### config.mk
export PLATFORM = sky130hd
export DESIGN_NAME = gcsm_mux
export DESIGN_NICKNAME = d
export VERILOG_FILES = /design/src/rtl/gcsm_pkg.sv /design/src/rtl/gcsm_mux.sv /design/src/rtl/gcsm_sync.sv /design/src/rtl/gcsm_edge.sv
export VERILOG_INCLUDE_DIRS = /design/src /design/src/rtl
export SDC_FILE = /design/constraint.sdc
export NUM_CORES = 1
export LEC_CHECK = 0
export ABC_AREA = 0
export BUFFER_PORTS_ARGS = -buffer_cell sky130_fd_sc_hd__buf_2
export CAP_MARGIN = 20
export CORE_MARGIN = 2
export CORE_UTILIZATION = 40
export DETAILED_ROUTE_END_ITERATION = 16
export GPL_ROUTABILITY_DRIVEN = 0
export GPL_TIMING_DRIVEN = 0
export RECOVER_POWER = 25
export SLEW_MARGIN = 15
export SYNTH_ARGS = -nofsm -noshare
export SYNTH_HDL_FRONTEND = slang
export SYNTH_SLANG_ARGS = --single-unit
### constraint.sdc
create_clock -name core_clk -period 2 [get_ports core_clk]
set_input_delay 0.4 -clock core_clk [delete_from_list [all_inputs] [get_ports core_clk]]
set_output_delay 0.4 -clock core_clk [all_outputs]
set_load 0.01 [all_outputs]
### src/rtl/gcsm_consts.svh
// Constants of the glitchless clock switchover mux.
`ifndef GCSM_CONSTS_SVH
`define GCSM_CONSTS_SVH

// ==========================================================================
// Timing
`define GCSM_CLK_PERIOD_NS 100
`define GCSM_POR_TIME_NS 1000
`define GCSM_STALL_TIME_NS 2400
`define GCSM_POR_CYC ((`GCSM_POR_TIME_NS + `GCSM_CLK_PERIOD_NS - 1) / `GCSM_CLK_PERIOD_NS)
`define GCSM_STALL_CYC ((`GCSM_STALL_TIME_NS + `GCSM_CLK_PERIOD_NS - 1) / `GCSM_CLK_PERIOD_NS)

// ==========================================================================
// Stage lengths and limits
`define GCSM_DRAIN_PULSES 2
`define GCSM_HIGH_PULSES 2
`define GCSM_LOW_EDGES 2
`define GCSM_SWITCH_MAX_CYC 17

// ==========================================================================
// Widths and reset values
`define GCSM_CNT_W 8
`define GCSM_STAGE_W 3
`define GCSM_SYNC_RST 1'b0

`endif

### src/rtl/gcsm_pkg.sv
// Types shared by the glitchless clock switchover mux.
`default_nettype none
`include "gcsm_consts.svh"

package gcsm_pkg;

  // ========================================================================
  // Switchover states, Gray coded along run, drain, low.
  typedef enum logic [1:0] {
    GCSM_ST_RUN   = 2'h0,
    GCSM_ST_DRAIN = 2'h1,
    GCSM_ST_LOW   = 2'h3,
    GCSM_ST_HIGH  = 2'h2
  } gcsm_state_e;

  // ========================================================================
  // Pin levels that cross into the core clock domain.
  typedef struct packed {
    logic strap;
    logic sel;
    logic [1:0] amp_ok;
    logic [1:0] clk;
  } gcsm_link_s;

  // ========================================================================
  // Whole state of the switchover core.
  typedef struct packed {
    gcsm_state_e state;
    logic [`GCSM_CNT_W-1:0] por_cnt;
    logic por_done;
    logic [`GCSM_CNT_W-1:0] stall_cnt;
    logic [`GCSM_STAGE_W-1:0] stage_cnt;
    logic [`GCSM_CNT_W-1:0] sw_cnt;
    logic cur;
    logic tgt;
    logic out;
    logic bypass;
    logic hold;
    logic busy;
    logic ge;
  } gcsm_core_s;

endpackage : gcsm_pkg

`default_nettype wire

### src/rtl/gcsm_mux.sv
// Glitchless two-input clock switchover mux with bypass and amplitude-loss hold.
//
// How it works
// - With glitch elimination on, a switchover ends within 17 cycles of the new clock.
// - With glitch elimination off, the output follows the selected input at once.
// - A strap tied high at power-up selects bypass mode for good.
// - Both directions of switchover use the same staged sequence.
// - A selected input that loses amplitude freezes the output at its last level.
// - After a selection change the old clock still passes for a few of its pulses.
// - The output then stays low for a few new-clock pulses before the new clock passes.
// - If the old clock stopped high, the output stays high for a few new-clock pulses.
// - It then goes low for a few new falling edges before the new clock passes.
// - The selection input is synchronised, so stage lengths vary within limits.
// - A power-on delay puts the switchover logic in a known state first.
`default_nettype none
`include "gcsm_consts.svh"

module gcsm_mux #(
  parameter int DRAIN_PULSES = `GCSM_DRAIN_PULSES,
  parameter int HIGH_PULSES = `GCSM_HIGH_PULSES,
  parameter int LOW_EDGES = `GCSM_LOW_EDGES
) (
  input wire logic core_clk, // Core clock, 10 MHz.
  input wire logic reset_n, // Synchronous reset, active low.
  input wire logic clock_input_zero, // Source clock zero.
  input wire logic clock_input_one, // Source clock one.
  input wire logic amp_ok_zero, // Input zero has valid amplitude.
  input wire logic amp_ok_one, // Input one has valid amplitude.
  input wire logic clock_select, // Selection, asynchronous.
  input wire logic reset_delay_strap, // High selects permanent bypass.
  output logic clock_out, // Switched clock.
  output logic active_input, // Input now driving the output.
  output logic switch_busy, // Staged switchover in progress.
  output logic amplitude_loss_hold, // Output frozen by amplitude loss.
  output logic glitch_elimination // Staged switchover enabled.
);

  // ========================================================================
  // Limits and elaboration checks
  localparam logic [`GCSM_CNT_W-1:0] POR_LAST = `GCSM_CNT_W'(`GCSM_POR_CYC);
  localparam logic [`GCSM_CNT_W-1:0] STALL_LIM = `GCSM_CNT_W'(`GCSM_STALL_CYC);
  localparam logic [`GCSM_STAGE_W-1:0] DRAIN_LAST = `GCSM_STAGE_W'(DRAIN_PULSES - 1);
  localparam logic [`GCSM_STAGE_W-1:0] HIGH_LAST = `GCSM_STAGE_W'(HIGH_PULSES - 1);
  localparam logic [`GCSM_STAGE_W-1:0] LOW_LAST = `GCSM_STAGE_W'(LOW_EDGES - 1);
  localparam logic [`GCSM_CNT_W-1:0] SW_MAX = `GCSM_CNT_W'(`GCSM_SWITCH_MAX_CYC);

  if (DRAIN_PULSES < 1 || HIGH_PULSES < 1 || LOW_EDGES < 1 ||
      DRAIN_PULSES > 8 || HIGH_PULSES > 8 || LOW_EDGES > 8 ||
      DRAIN_PULSES + HIGH_PULSES + LOW_EDGES + 4 > `GCSM_SWITCH_MAX_CYC)
  begin : g_bad_stage
    $error("gcsm_mux: stage counts cannot finish within the switchover limit");
  end

  if (`GCSM_POR_CYC >= 255 || `GCSM_STALL_CYC >= 255 || `GCSM_POR_CYC < 3)
  begin : g_bad_time
    $error("gcsm_mux: power-on or stall count out of counter range");
  end

  // ========================================================================
  // Input synchronisation and edge finding
  gcsm_pkg::gcsm_link_s link_raw;
  gcsm_pkg::gcsm_link_s link_q;
  logic [1:0] rise;
  logic [1:0] fall;

  always_comb
  begin
    link_raw.strap = reset_delay_strap;
    link_raw.sel = clock_select;
    link_raw.amp_ok = {amp_ok_one, amp_ok_zero};
    link_raw.clk = {clock_input_one, clock_input_zero};
  end

  gcsm_sync #(
    .W($bits(gcsm_pkg::gcsm_link_s))
  ) u_sync (
    .core_clk(core_clk),
    .reset_n(reset_n),
    .d_in(link_raw),
    .q_out(link_q)
  );

  for (genvar i = 0; i < 2; i++)
  begin : g_edge
    gcsm_edge u_edge (
      .core_clk(core_clk),
      .reset_n(reset_n),
      .lvl(link_q.clk[i]),
      .rise(rise[i]),
      .fall(fall[i])
    );
  end

  // ========================================================================
  // Switchover core
  gcsm_pkg::gcsm_core_s core_reg;
  gcsm_pkg::gcsm_core_s core_next;
  logic amp_cur;
  logic stalled;

  assign amp_cur = link_q.amp_ok[core_reg.cur];
  assign stalled = core_reg.stall_cnt >= STALL_LIM;

  always_comb
  begin
    core_next = core_reg;
    core_next.hold = 1'b0;
    if (rise[core_reg.cur] || fall[core_reg.cur] || core_reg.state == gcsm_pkg::GCSM_ST_RUN)
    begin
      core_next.stall_cnt = '0;
    end
    else if (!stalled)
    begin
      core_next.stall_cnt = core_reg.stall_cnt + 1'b1;
    end
    if (core_reg.state != gcsm_pkg::GCSM_ST_RUN && rise[core_reg.tgt] && core_reg.sw_cnt != '1)
    begin
      core_next.sw_cnt = core_reg.sw_cnt + 1'b1;
    end
    if (!core_reg.por_done)
    begin
      core_next.out = 1'b0;
      core_next.cur = link_q.sel;
      core_next.tgt = link_q.sel;
      core_next.por_cnt = core_reg.por_cnt + 1'b1;
      if (core_reg.por_cnt == POR_LAST)
      begin
        core_next.por_done = 1'b1;
        core_next.bypass = link_q.strap;
      end
    end
    else if (core_reg.bypass)
    begin
      core_next.cur = link_q.sel;
      core_next.tgt = link_q.sel;
      if (link_q.amp_ok[link_q.sel])
      begin
        core_next.out = link_q.clk[link_q.sel];
      end
      else
      begin
        core_next.hold = 1'b1;
      end
    end
    else
    begin
      case (core_reg.state)
        gcsm_pkg::GCSM_ST_RUN:
        begin
          core_next.sw_cnt = '0;
          if (amp_cur)
          begin
            core_next.out = link_q.clk[core_reg.cur];
          end
          else
          begin
            core_next.hold = 1'b1;
          end
          if (link_q.sel != core_reg.cur)
          begin
            core_next.tgt = link_q.sel;
            core_next.stage_cnt = '0;
            core_next.state = gcsm_pkg::GCSM_ST_DRAIN;
          end
        end
        gcsm_pkg::GCSM_ST_DRAIN:
        begin
          if (link_q.sel == core_reg.cur)
          begin
            // An aborted switchover keeps passing the old clock without a gap.
            if (amp_cur)
            begin
              core_next.out = link_q.clk[core_reg.cur];
            end
            else
            begin
              core_next.hold = 1'b1;
            end
            core_next.state = gcsm_pkg::GCSM_ST_RUN;
          end
          else if (stalled || !amp_cur)
          begin
            core_next.hold = !amp_cur;
            core_next.stage_cnt = '0;
            if (core_reg.out)
            begin
              core_next.state = gcsm_pkg::GCSM_ST_HIGH;
            end
            else
            begin
              core_next.state = gcsm_pkg::GCSM_ST_LOW;
            end
          end
          else
          begin
            core_next.out = link_q.clk[core_reg.cur];
            if (fall[core_reg.cur])
            begin
              core_next.stage_cnt = core_reg.stage_cnt + 1'b1;
              if (core_reg.stage_cnt == DRAIN_LAST)
              begin
                core_next.stage_cnt = '0;
                core_next.out = 1'b0;
                core_next.state = gcsm_pkg::GCSM_ST_LOW;
              end
            end
          end
        end
        gcsm_pkg::GCSM_ST_HIGH:
        begin
          core_next.out = 1'b1;
          if (fall[core_reg.tgt])
          begin
            core_next.stage_cnt = core_reg.stage_cnt + 1'b1;
            if (core_reg.stage_cnt == HIGH_LAST)
            begin
              core_next.stage_cnt = '0;
              core_next.out = 1'b0;
              core_next.state = gcsm_pkg::GCSM_ST_LOW;
            end
          end
        end
        gcsm_pkg::GCSM_ST_LOW:
        begin
          core_next.out = 1'b0;
          if (fall[core_reg.tgt])
          begin
            core_next.stage_cnt = core_reg.stage_cnt + 1'b1;
            if (core_reg.stage_cnt == LOW_LAST)
            begin
              core_next.stage_cnt = '0;
              core_next.cur = core_reg.tgt;
              core_next.state = gcsm_pkg::GCSM_ST_RUN;
            end
          end
        end
        default:
        begin
          core_next.state = gcsm_pkg::GCSM_ST_RUN;
        end
      endcase
    end
    // Status outputs are registered copies of the next state.
    core_next.busy = core_next.state != gcsm_pkg::GCSM_ST_RUN;
    core_next.ge = core_next.por_done & ~core_next.bypass;
  end

  always_ff @(posedge core_clk)
  begin
    if (!reset_n)
    begin
      core_reg <= '0;
    end
    else
    begin
      core_reg <= core_next;
    end
  end

  assign clock_out = core_reg.out;
  assign active_input = core_reg.cur;
  assign switch_busy = core_reg.busy;
  assign amplitude_loss_hold = core_reg.hold;
  assign glitch_elimination = core_reg.ge;

  logic sel_src;
  logic old_src;
  assign sel_src = link_q.clk[link_q.sel];
  assign old_src = link_q.clk[core_reg.cur];
endmodule : gcsm_mux

`default_nettype wire

### src/rtl/gcsm_sync.sv
// Two flip-flop level synchroniser of configurable width.
`default_nettype none
`include "gcsm_consts.svh"

module gcsm_sync #(
  parameter int W = 1
) (
  input wire logic core_clk, // Core clock.
  input wire logic reset_n, // Synchronous reset, active low.
  input wire logic [W-1:0] d_in, // Asynchronous levels.
  output logic [W-1:0] q_out // Levels in the core domain.
);

  typedef struct packed {
    logic [W-1:0] s1;
    logic [W-1:0] s2;
  } gcsm_sync_s;

  gcsm_sync_s sync_reg;
  gcsm_sync_s sync_next;

  if (W < 1)
  begin : g_bad_w
    $error("gcsm_sync: width must be at least one");
  end

  always_comb
  begin
    sync_next.s1 = d_in;
    sync_next.s2 = sync_reg.s1;
  end

  always_ff @(posedge core_clk)
  begin
    if (!reset_n)
    begin
      sync_reg <= {(2 * W){`GCSM_SYNC_RST}};
    end
    else
    begin
      sync_reg <= sync_next;
    end
  end

  assign q_out = sync_reg.s2;

endmodule : gcsm_sync

`default_nettype wire

### src/rtl/gcsm_edge.sv
// Edge finder for one sampled clock level.
`default_nettype none
`include "gcsm_consts.svh"

module gcsm_edge (
  input wire logic core_clk, // Core clock.
  input wire logic reset_n, // Synchronous reset, active low.
  input wire logic lvl, // Synchronised clock level.
  output logic rise, // One-cycle pulse on a rising edge.
  output logic fall // One-cycle pulse on a falling edge.
);

  typedef struct packed {
    logic prev;
  } gcsm_edge_s;

  gcsm_edge_s edge_reg;
  gcsm_edge_s edge_next;

  always_comb
  begin
    edge_next.prev = lvl;
  end

  always_ff @(posedge core_clk)
  begin
    if (!reset_n)
    begin
      edge_reg <= `GCSM_SYNC_RST;
    end
    else
    begin
      edge_reg <= edge_next;
    end
  end

  assign rise = lvl & ~edge_reg.prev;
  assign fall = ~lvl & edge_reg.prev;

endmodule : gcsm_edge

`default_nettype wire

==> results.ini, run 1 <==
[grt]
grt_pass1_vias = 1294
grt_max_degree = 13
track_usage_pct = 14.3
grt_overflow_total = 0
antenna_found_initial = 0
grt_pass1_wl_um = 5880

[die]
core.rowCount = 25
start_util_pct = 41.2
die_w_um = 73.8
io-pin-count = 13
die_h_um = 73.8
dieArea_um2 = 5440
coreArea_um2 = 4720

[detailed_routing]
drc = 0
wl_met2_um = 1620
wl_met1_um = 1690
wl_um = 3540
drt-initial-drc-count = 50
vias_per_cell = 4.89
topRoutingLayerUsed = met4
num_vias = 1473
met3_length_um = 172
ant_nets = 0
drtPass1Iterations = 4
wl_per_cell_um = 11.8

[clock_network]
numCtsBuffers = 5
clk_pin_slew_ps = 70
cts_root_buf = clkbuf_8
cts_buffer_depth = 2
htreeDepth = 2
cts_sinks = 43
tritoncts = built
hold_buffers = 0
post-cts-setup-buffers = 0
ctsResizeCount = 0
clkLatencyLatePin_ps = 290

[synthesis]
ys.warnings.count = 0
synth-async-reset-ratio_pct = 0
synth_edf_count = 0
ys_seq_area_share_pct = 44.2
synth.distinct_cells = 50
syn-mean-instance-area_um2 = 9.06
syn_inst = 215
synth_nets = 227
mappedNetlistArea_um2 = 1950
ys.flop_type = dfxtp_1
ys_ff_latch = 43

[sta]
period_share_pct = 88.3
worst-slew-pin-transition_ps = 692
grt_setup_unrepaired = no
fin_worst_skew_ps = 3.44
setup_ws_ps = 234
setup_viol = 0
slew_headroom_pct = 53.8
min_period_ps = 1770
tns_ps = 0
fmaxAchievable_mhz = 566
hold_viol = 0
final_max_slew_viol_count = 0

[critical_path]
required_ps = 2190
critPathMaxFanout = 7
cp-end-kind = flip-flop
arrival_ps = 1960
critPathKind = flip-flop to flip-flop
startpoint_type = flip-flop

[placement]
dp_hpwl_um = 2570
placedCellCount = 294
place_ws_ps = 237
io_buffers = 12

[finish]
fin_nets = 246
antenna_cells = 0
final_common_cell = dfxtp_1
final_cell_mix = dfxtp_1, nor2_1, and2_1, buf_2, inv_1
largest_register_ffs = 24
fillers = 475
drive_gt1_share_pct = 12.8
syn_to_final_growth_pct = 12.6
post-route-util_pct = 46.4
layout.cells.non_filler = 301

[pwr]
cellPowerDensity_nw_per_um2 = 732
ir_drop_mv = 0.460
leakagePower_nw = 0.851
power_mw = 1.60

[run]
max_cap_violations = 0

[status]
status = finished, final reports clean

[min_path]
hp-class = input pin to flip-flop

## worst paths after layout
| check | start | to | slack (ps) | depth (start not counted) |
|---|---|---|---|---|
| setup / recovery | core_reg[22] | switch_busy | 230 | 5 |
| hold / removal | clock_input_one | u_sync.sync_next[1] | 310 | 2 |
| setup reg to reg | core_reg[22] | switch_busy | 230 | 5 |
| hold reg to reg | u_sync.sync_next[1] | u_sync.q_out[1] | 440 | 1 |
## cell type report
type,count,area [um^2],area share (%)
clock inverter,1,30.0,1.37
clock buffer,6,72.6,3.31
sequential,43,861,39.3
tap,67,83.8,3.82
buffer,11,48.8,2.23
inverter,13,48.8,2.23
timing repair buffer,12,58.8,2.68
multi-input combinational,148,988,45.1
## Yosys cell counts (all sizes together), types with 4 or more instances
cell type   n  area share, %
nand3       7            1.8
nor2       24            4.6
a21oi      12            3.1
mux2i       4            2.1
xor2        6            2.7
nand2       8            1.5
inv        13            2.5
and2       16            5.1
nor2b       9            2.9
buf         5            1.3
xnor2       6            2.7
clkbuf      6            1.2
dfxtp      43             44
and3        5            1.6
ha          4            2.6
## worst max-delay path, stage by stage, from the launching register on
cell       delay, ps
dfxtp_1          340
a2111oi_4        530
and2b_4          280
o21ai_2           60
a32o_1           260
o21a_1           180
## metal layers
metal	vias up	global-route usage, %
li1	768	-
met1	673	17.7
met2	27	22.9
met3	5	4.39
met4	0	6.06
met5	-	0
## kinds of logic (layout without fill, tap and decap cells)
family	after synthesis	in the layout	synth area share, %
AOI/OAI and AO/OA	42	42	16.5
and+or+nand+nor	85	85	23.7
xor gates and xnor gates	12	12	5.40
muxes	5	5	2.64
adders and majority gates	4	4	2.57
buffers and inverters	24	43	5.01
DFF	43	43	44.2
## power by group
group	total, mW	switching, mW	internal [mW]
combinational	0.0729	0.0387	0.0342
clock	0.642	0.276	0.366
sequential	0.889	0.0144	0.875
## per-stage QoR
| stage | area, um^2 | hold WS (ps) |
|---|---|---|
| 2_1_floorplan | 1950 | 412 |
| 3_3_place_gp | 2090 | 413 |
| 3_5_place_dp | 2090 | 419 |
| 4_1_cts | 2190 | 301 |
| 5_1_grt | 2190 | 294 |
| 6_report | 2190 | 307 |
Note: power is estimated with default switching activity, not from simulation.
==> inputs of run 2 (changes only) <==
--- a/config.mk
+++ b/config.mk
@@ -7,11 +7,11 @@
 export NUM_CORES = 1
 export LEC_CHECK = 0
 export ABC_AREA = 0
-export BUFFER_PORTS_ARGS = -buffer_cell sky130_fd_sc_hd__buf_2
 export CAP_MARGIN = 20
 export CORE_MARGIN = 2
 export CORE_UTILIZATION = 40
 export DETAILED_ROUTE_END_ITERATION = 16
+export DONT_BUFFER_PORTS = 1
 export GPL_ROUTABILITY_DRIVEN = 0
 export GPL_TIMING_DRIVEN = 0
 export RECOVER_POWER = 25
==> run 2 against run 1 <==
  * First-iteration DRC count grew 14%
  * Largest cell class unchanged
  * Non-clock buffer count shrank 12
  * Cell area shrank 3.4%
==> results.ini, run 2 (synthesis results as in run 1) <==
[critical_path]
cp-end-kind = flip-flop
critPathKind = flip-flop to flip-flop
critPathMaxFanout = 6  ; -1
required_ps = 2210  ; +20 ps
startpoint_type = flip-flop
reg2reg_slack_ps = 210  ; -20 ps
arrival_ps = 2000  ; +40 ps

[die]
die_h_um = 73.8  ; unchanged
start_util_pct = 41.2  ; unchanged
dieArea_um2 = 5440  ; unchanged
io-pin-count = 13  ; unchanged
core.rowCount = 25  ; unchanged
coreArea_um2 = 4720  ; unchanged
die_w_um = 73.8  ; unchanged

[grt]
grt_pass1_vias = 1282  ; -0.93%
grtUsageMet3_pct = 3.16  ; -1.2 points
grt_max_degree = 13  ; unchanged
track_usage_pct = 14.1  ; -0.24 points
grt_overflow_total = 0  ; unchanged
grt_busiest_layer = met2
antenna_found_initial = 0  ; unchanged
met1_usage_pct = 17.5  ; -0.28 points
grtUsageMet2_pct = 22.7  ; -0.20 points
grt_pass1_wl_um = 5810  ; -1.2%

[detailed_routing]
num_vias = 1450  ; -1.6%
drc = 0  ; unchanged
wl_um = 3420  ; -3.4%
drt-initial-drc-count = 57  ; +14%
wl_per_cell_um = 11.8  ; +0.62%
ant_nets = 0  ; unchanged
vias_per_cell = 5.02  ; +2.5%
drtPass1Iterations = 4  ; unchanged

[pwr]
power_frac_clock_pct = 36.2  ; -3.8 points
ir_drop_mv = 0.415  ; -9.9%
swShare_pct = 21.4  ; +0.90 points
combPwrFrac_pct = 4.3  ; -0.2 points
p_sw_mw = 0.320  ; -2.7%
power.share.sequential_pct = 59.5  ; +4.1 points
leakagePower_nw = 0.794  ; -6.7%
intPower_mw = 1.18  ; -7.8%
cellPowerDensity_nw_per_um2 = 706  ; -3.5%

[clock_network]
ctsResizeCount = 0  ; unchanged
cts_root_buf = clkbuf_8
hold_buffers = 0  ; unchanged
cts_sinks = 43  ; unchanged
clk_pin_slew_ps = 70  ; about the same
post-cts-setup-buffers = 0  ; unchanged
htreeDepth = 2  ; unchanged
tritoncts = built
cts_buffer_depth = 2  ; unchanged
numCtsBuffers = 5  ; unchanged
clkLatencyLatePin_ps = 290  ; about the same

[finish]
fin_nets = 234  ; -4.9%
post-route-util_pct = 44.8  ; -1.6 points
syn_to_final_growth_pct = 8.80
multi_input_area_um2 = 988  ; unchanged
fillers = 476  ; +0.21%
final_cell_mix = dfxtp_1, nor2_1, and2_1, inv_1, a21oi_1
final_common_cell = dfxtp_1
regArea_um2 = 861  ; unchanged
antenna_cells = 0  ; unchanged
drive_gt1_share_pct = 9.01  ; -3.8 points
largest_register_ffs = 24  ; unchanged

[sta]
setup_ws_ps = 209  ; -24.5 ps
worst-slew-pin-transition_ps = 657  ; -35.7 ps
setup_viol = 0  ; unchanged
final_max_slew_viol_count = 0  ; unchanged
slew_headroom_pct = 56.2  ; +2.4 points
fin_worst_skew_ps = 5.34  ; +1.90 ps
period_share_pct = 89.5  ; +1.2 points
min_period_ps = 1790  ; +24.5 ps
fmaxAchievable_mhz = 558  ; -1.4%
grt_setup_unrepaired = no
hold_viol = 0  ; unchanged
tns_ps = 0  ; unchanged

[run]
max_cap_violations = 0  ; unchanged

[placement]
io_buffers = 0  ; -12
dp_hpwl_um = 2510  ; -2.4%
place_ws_ps = 193  ; -43.8 ps

[status]
status = finished, final reports clean

[min_path]
hp-class = input pin to flip-flop

==> run 2: cell count changes in the layout (fill, tap and decap cells not counted), sizes merged <==
cell and change:
clkinv +1, bufinv -1, clkbuf -1, buf -11
==> run 2: final timing paths <==
path | end | startpoint | cells after the start
setup reg to reg | core_reg[15] | active_input | 6
hold / removal | u_sync.sync_next[0] | clock_input_zero | 1
setup / recovery | core_reg[15] | active_input | 6
hold reg to reg | u_sync.q_out[1] | u_sync.sync_next[1] | 1
==> run 2: per-layer routing <==
metal / vias to the layer above / part of all wire [%]
met4: 0 / 2.3
met2: 32 / 46
met5: - / 0
met1: 665 / 47
met3: 7 / 4.8
li1: 746 / -
==> run 2: critical path: stages, from the launching register on <==
cell,delay (ps)
dfxtp_1,390
buf_2,220
mux2i_1,180
and2b_4,220
a221o_2,380
nand2b_4,170
o31ai_2,160
==> run 2: layout make-up <==
cell class,count,area share [%]
clock inverters,1,0.236
inverters,13,2.30
flip-flops and latches,43,40.6
well taps,67,3.96
clock buffers,6,3.90
plain buffers,11,2.30
multi-input cells,148,46.7
==> run 2: power by group through the flow <==
stage                     Combinational [mW]  Clock (mW)  Sequential [mW]
after global routing                  0.0714       0.602            0.892
after floorplan                       0.0530           0            0.906
after global placement                0.0645           0            0.910
final                                 0.0641       0.541            0.890
after CTS                             0.0651       0.563            0.890
after detailed placement              0.0648           0            0.910
==> run 2: per-stage QoR <==
step | cells | hold slack, ps | area [um^2] | power (mW)
6_report | 289 | 230 | 2120 | 1.50
5_1_grt | 289 | 219 | 2120 | 1.57
4_1_cts | 289 | 225 | 2120 | 1.52
3_5_place_dp | 282 | 418 | 2030 | 0.975
3_3_place_gp | 282 | 413 | 2030 | 0.974
2_1_floorplan | 215 | 412 | 1950 | 0.959
==> inputs of run 3 (changes only) <==
--- a/config.mk
+++ b/config.mk
@@ -9,11 +9,12 @@
 export ABC_AREA = 0
 export CAP_MARGIN = 20
 export CORE_MARGIN = 2
-export CORE_UTILIZATION = 40
+export CORE_UTILIZATION = 33
 export DETAILED_ROUTE_END_ITERATION = 16
 export DONT_BUFFER_PORTS = 1
 export GPL_ROUTABILITY_DRIVEN = 0
 export GPL_TIMING_DRIVEN = 0
+export PLACE_DENSITY = 0.56
 export RECOVER_POWER = 25
 export SLEW_MARGIN = 15
 export SYNTH_ARGS = -nofsm -noshare
==> run 3 against run 2 <==
  * Power decreased by 1.1%
  * Non-clock buffer count unchanged
  * Clock skew increased by 3.5 ps
  * Hold slack improved by 4.7 ps
  * Worst setup slack lost 14 ps
  * Cell count rose by 2.1%
  * Register-to-register slack about the same
  * Via count down 1.1%
  * Die area is 20% higher
  * Count of clock-buffer cells in the layout grew 1
  * Critical path type unchanged
  * Largest cell class unchanged
  * Largest power group unchanged
  * Highest routed layer unchanged
==> results.ini, run 3 (synthesis results as in run 1) <==
[clock_network]
post-cts-setup-buffers = 0  ; unchanged
tritoncts = built
htreeDepth = 2  ; unchanged
clkLatencyLatePin_ps = 290  ; about the same
clk_pin_slew_ps = 70  ; about the same
ctsResizeCount = 0  ; unchanged
hold_buffers = 0  ; unchanged
cts_buffer_depth = 2  ; unchanged
cts_root_buf = clkbuf_8
numCtsBuffers = 5  ; unchanged
cts_sinks = 43  ; unchanged

[die]
io-pin-count = 13  ; unchanged
die_h_um = 80.8  ; +9.6%
start_util_pct = 34.7  ; -6.5 points
coreArea_um2 = 5610  ; +19%
dieArea_um2 = 6530  ; +20%
die_w_um = 80.8  ; +9.6%
core.rowCount = 27  ; +8.0%

[finish]
antenna_cells = 0  ; unchanged
syn_to_final_growth_pct = 8.80  ; unchanged
drive_gt1_share_pct = 8.52  ; -0.49 points
final_cell_mix = dfxtp_1, nor2_1, inv_1, a21oi_1, and2_1
largest_register_ffs = 24  ; unchanged
final_common_cell = dfxtp_1
final_area_um2 = 2120  ; unchanged
post-route-util_pct = 37.8  ; -7.1 points
fin_nets = 234  ; unchanged

[pwr]
cellPowerDensity_nw_per_um2 = 698  ; -1.1%
power_mw = 1.48  ; -1.1%
power.share.sequential_pct = 60.2  ; +0.7 points
swShare_pct = 22.3  ; +0.89 points
ir_drop_mv = 0.395  ; -4.7%
leakagePower_nw = 0.787  ; -0.95%
intPower_mw = 1.15  ; -2.2%
p_sw_mw = 0.330  ; +3.1%
power_frac_clock_pct = 35.5  ; -0.7 points
combPwrFrac_pct = 4.4  ; about the same

[detailed_routing]
drc = 0  ; unchanged
wl_um = 3630  ; +6.1%
wl_per_cell_um = 12.3  ; +4.0%
vias_per_cell = 4.86  ; -3.1%
drt-initial-drc-count = 75  ; +32%
num_vias = 1434  ; -1.1%
drtPass1Iterations = 4  ; unchanged
ant_nets = 0  ; unchanged

[critical_path]
critPathBufInv = 0  ; -1
reg2reg_depth = 5  ; -1
cp-end-kind = flip-flop
timing.rr.start = core_reg[22]
arrival_ps = 1990  ; about the same
critPathKind = flip-flop to flip-flop
reg2reg_slack_ps = 200  ; about the same
cp_top_family = compound AO/OA/AOI/OAI gates
startpoint_type = flip-flop
required_ps = 2180  ; -30 ps
critPathMaxFanout = 7  ; +1
critPathLaunch = core_reg[22]
slowest_delay_ps = 560  ; +170 ps
cp.depth = 5  ; -1
path_cells = a2111oi_4, and2b_4, o21ai_2, a32o_1, o21a_1
cp_slowest_cell = a2111oi_4
critPathCapture = switch_busy
r2r-end = switch_busy

[sta]
grt_setup_unrepaired = no
min_period_ps = 1800  ; +13.9 ps
setup_ws_ps = 195  ; -13.9 ps
slew_headroom_pct = 52.8  ; -3.4 points
worst-slew-pin-transition_ps = 708  ; +51.2 ps
fmaxAchievable_mhz = 554  ; -0.77%
setup_viol = 0  ; unchanged
hold_viol = 0  ; unchanged
final_max_slew_viol_count = 0  ; unchanged
fin_worst_skew_ps = 8.86  ; +3.52 ps
tns_ps = 0  ; unchanged
period_share_pct = 90.2  ; +0.70 points

[placement]
place_area_um2 = 2040  ; +0.31%
dp_hpwl_um = 2610  ; +4.1%
place_ws_ps = 202  ; +8.52 ps
io_buffers = 0  ; unchanged

[status]
status = finished, final reports clean

[grt]
grt_pass1_vias = 1304  ; +1.7%
antenna_found_initial = 0  ; unchanged
grt_max_degree = 13  ; unchanged
track_usage_pct = 12.2  ; -1.8 points
grt_pass1_wl_um = 6130  ; +5.6%
grt_overflow_total = 0  ; unchanged

[run]
max_cap_violations = 0  ; unchanged

[min_path]
hp-class = input pin to flip-flop

[run 3: changes by cell type in the layout (fill, tap and decap cells not counted), sizes merged]
cell / delta
clkbuf: +1
[run 3: metal layers]
metal  wire length (um)  vias to the layer above  global-route usage, %
met4                 64                        0                   5.08
met1               1840                      655                   16.5
met3                182                        6                   3.56
met5                  0                        -                      0
met2               1540                       25                   18.3
li1                   -                      748                      -
[run 3: cell type report]
type | count | area (um^2)
Tap cell | 72 | 90.1
Multi-Input combinational cell | 148 | 988
Sequential cell | 43 | 861
Clock inverter | 1 | 5.00
Clock buffer | 7 | 76.3
Inverter | 13 | 48.8
Fill cell | 602 | 3490
Buffer | 11 | 48.8
[run 3: worst min path at each step]
stage / startpoint / to / cells past startpoint
after global placement: u_sync.sync_next[4] / u_sync.q_out[4] / 1
after detailed placement: u_sync.sync_next[5] / u_sync.q_out[5] / 1
after CTS: clock_input_one / u_sync.sync_next[1] / 1
after global routing: clock_input_zero / u_sync.sync_next[0] / 1
after floorplan: u_sync.sync_next[0] / u_sync.q_out[0] / 1
final: clock_input_one / u_sync.sync_next[1] / 1
[run 3: power by group through the flow]
stage / logic, mW / registers, mW / clock network (mW)
finish: 0.0644 / 0.890 / 0.525
detailed placement: 0.0652 / 0.910 / 0
global placement: 0.0648 / 0.910 / 0
CTS: 0.0656 / 0.890 / 0.549
global route: 0.0729 / 0.894 / 0.583
floorplan: 0.0530 / 0.906 / 0
[run 3: through the flow]
stage / hold WS (ps) / instances
6_report: 235 / 295
5_1_grt: 223 / 295
4_1_cts: 227 / 295
3_5_place_dp: 421 / 287
3_3_place_gp: 414 / 287
2_1_floorplan: 412 / 215
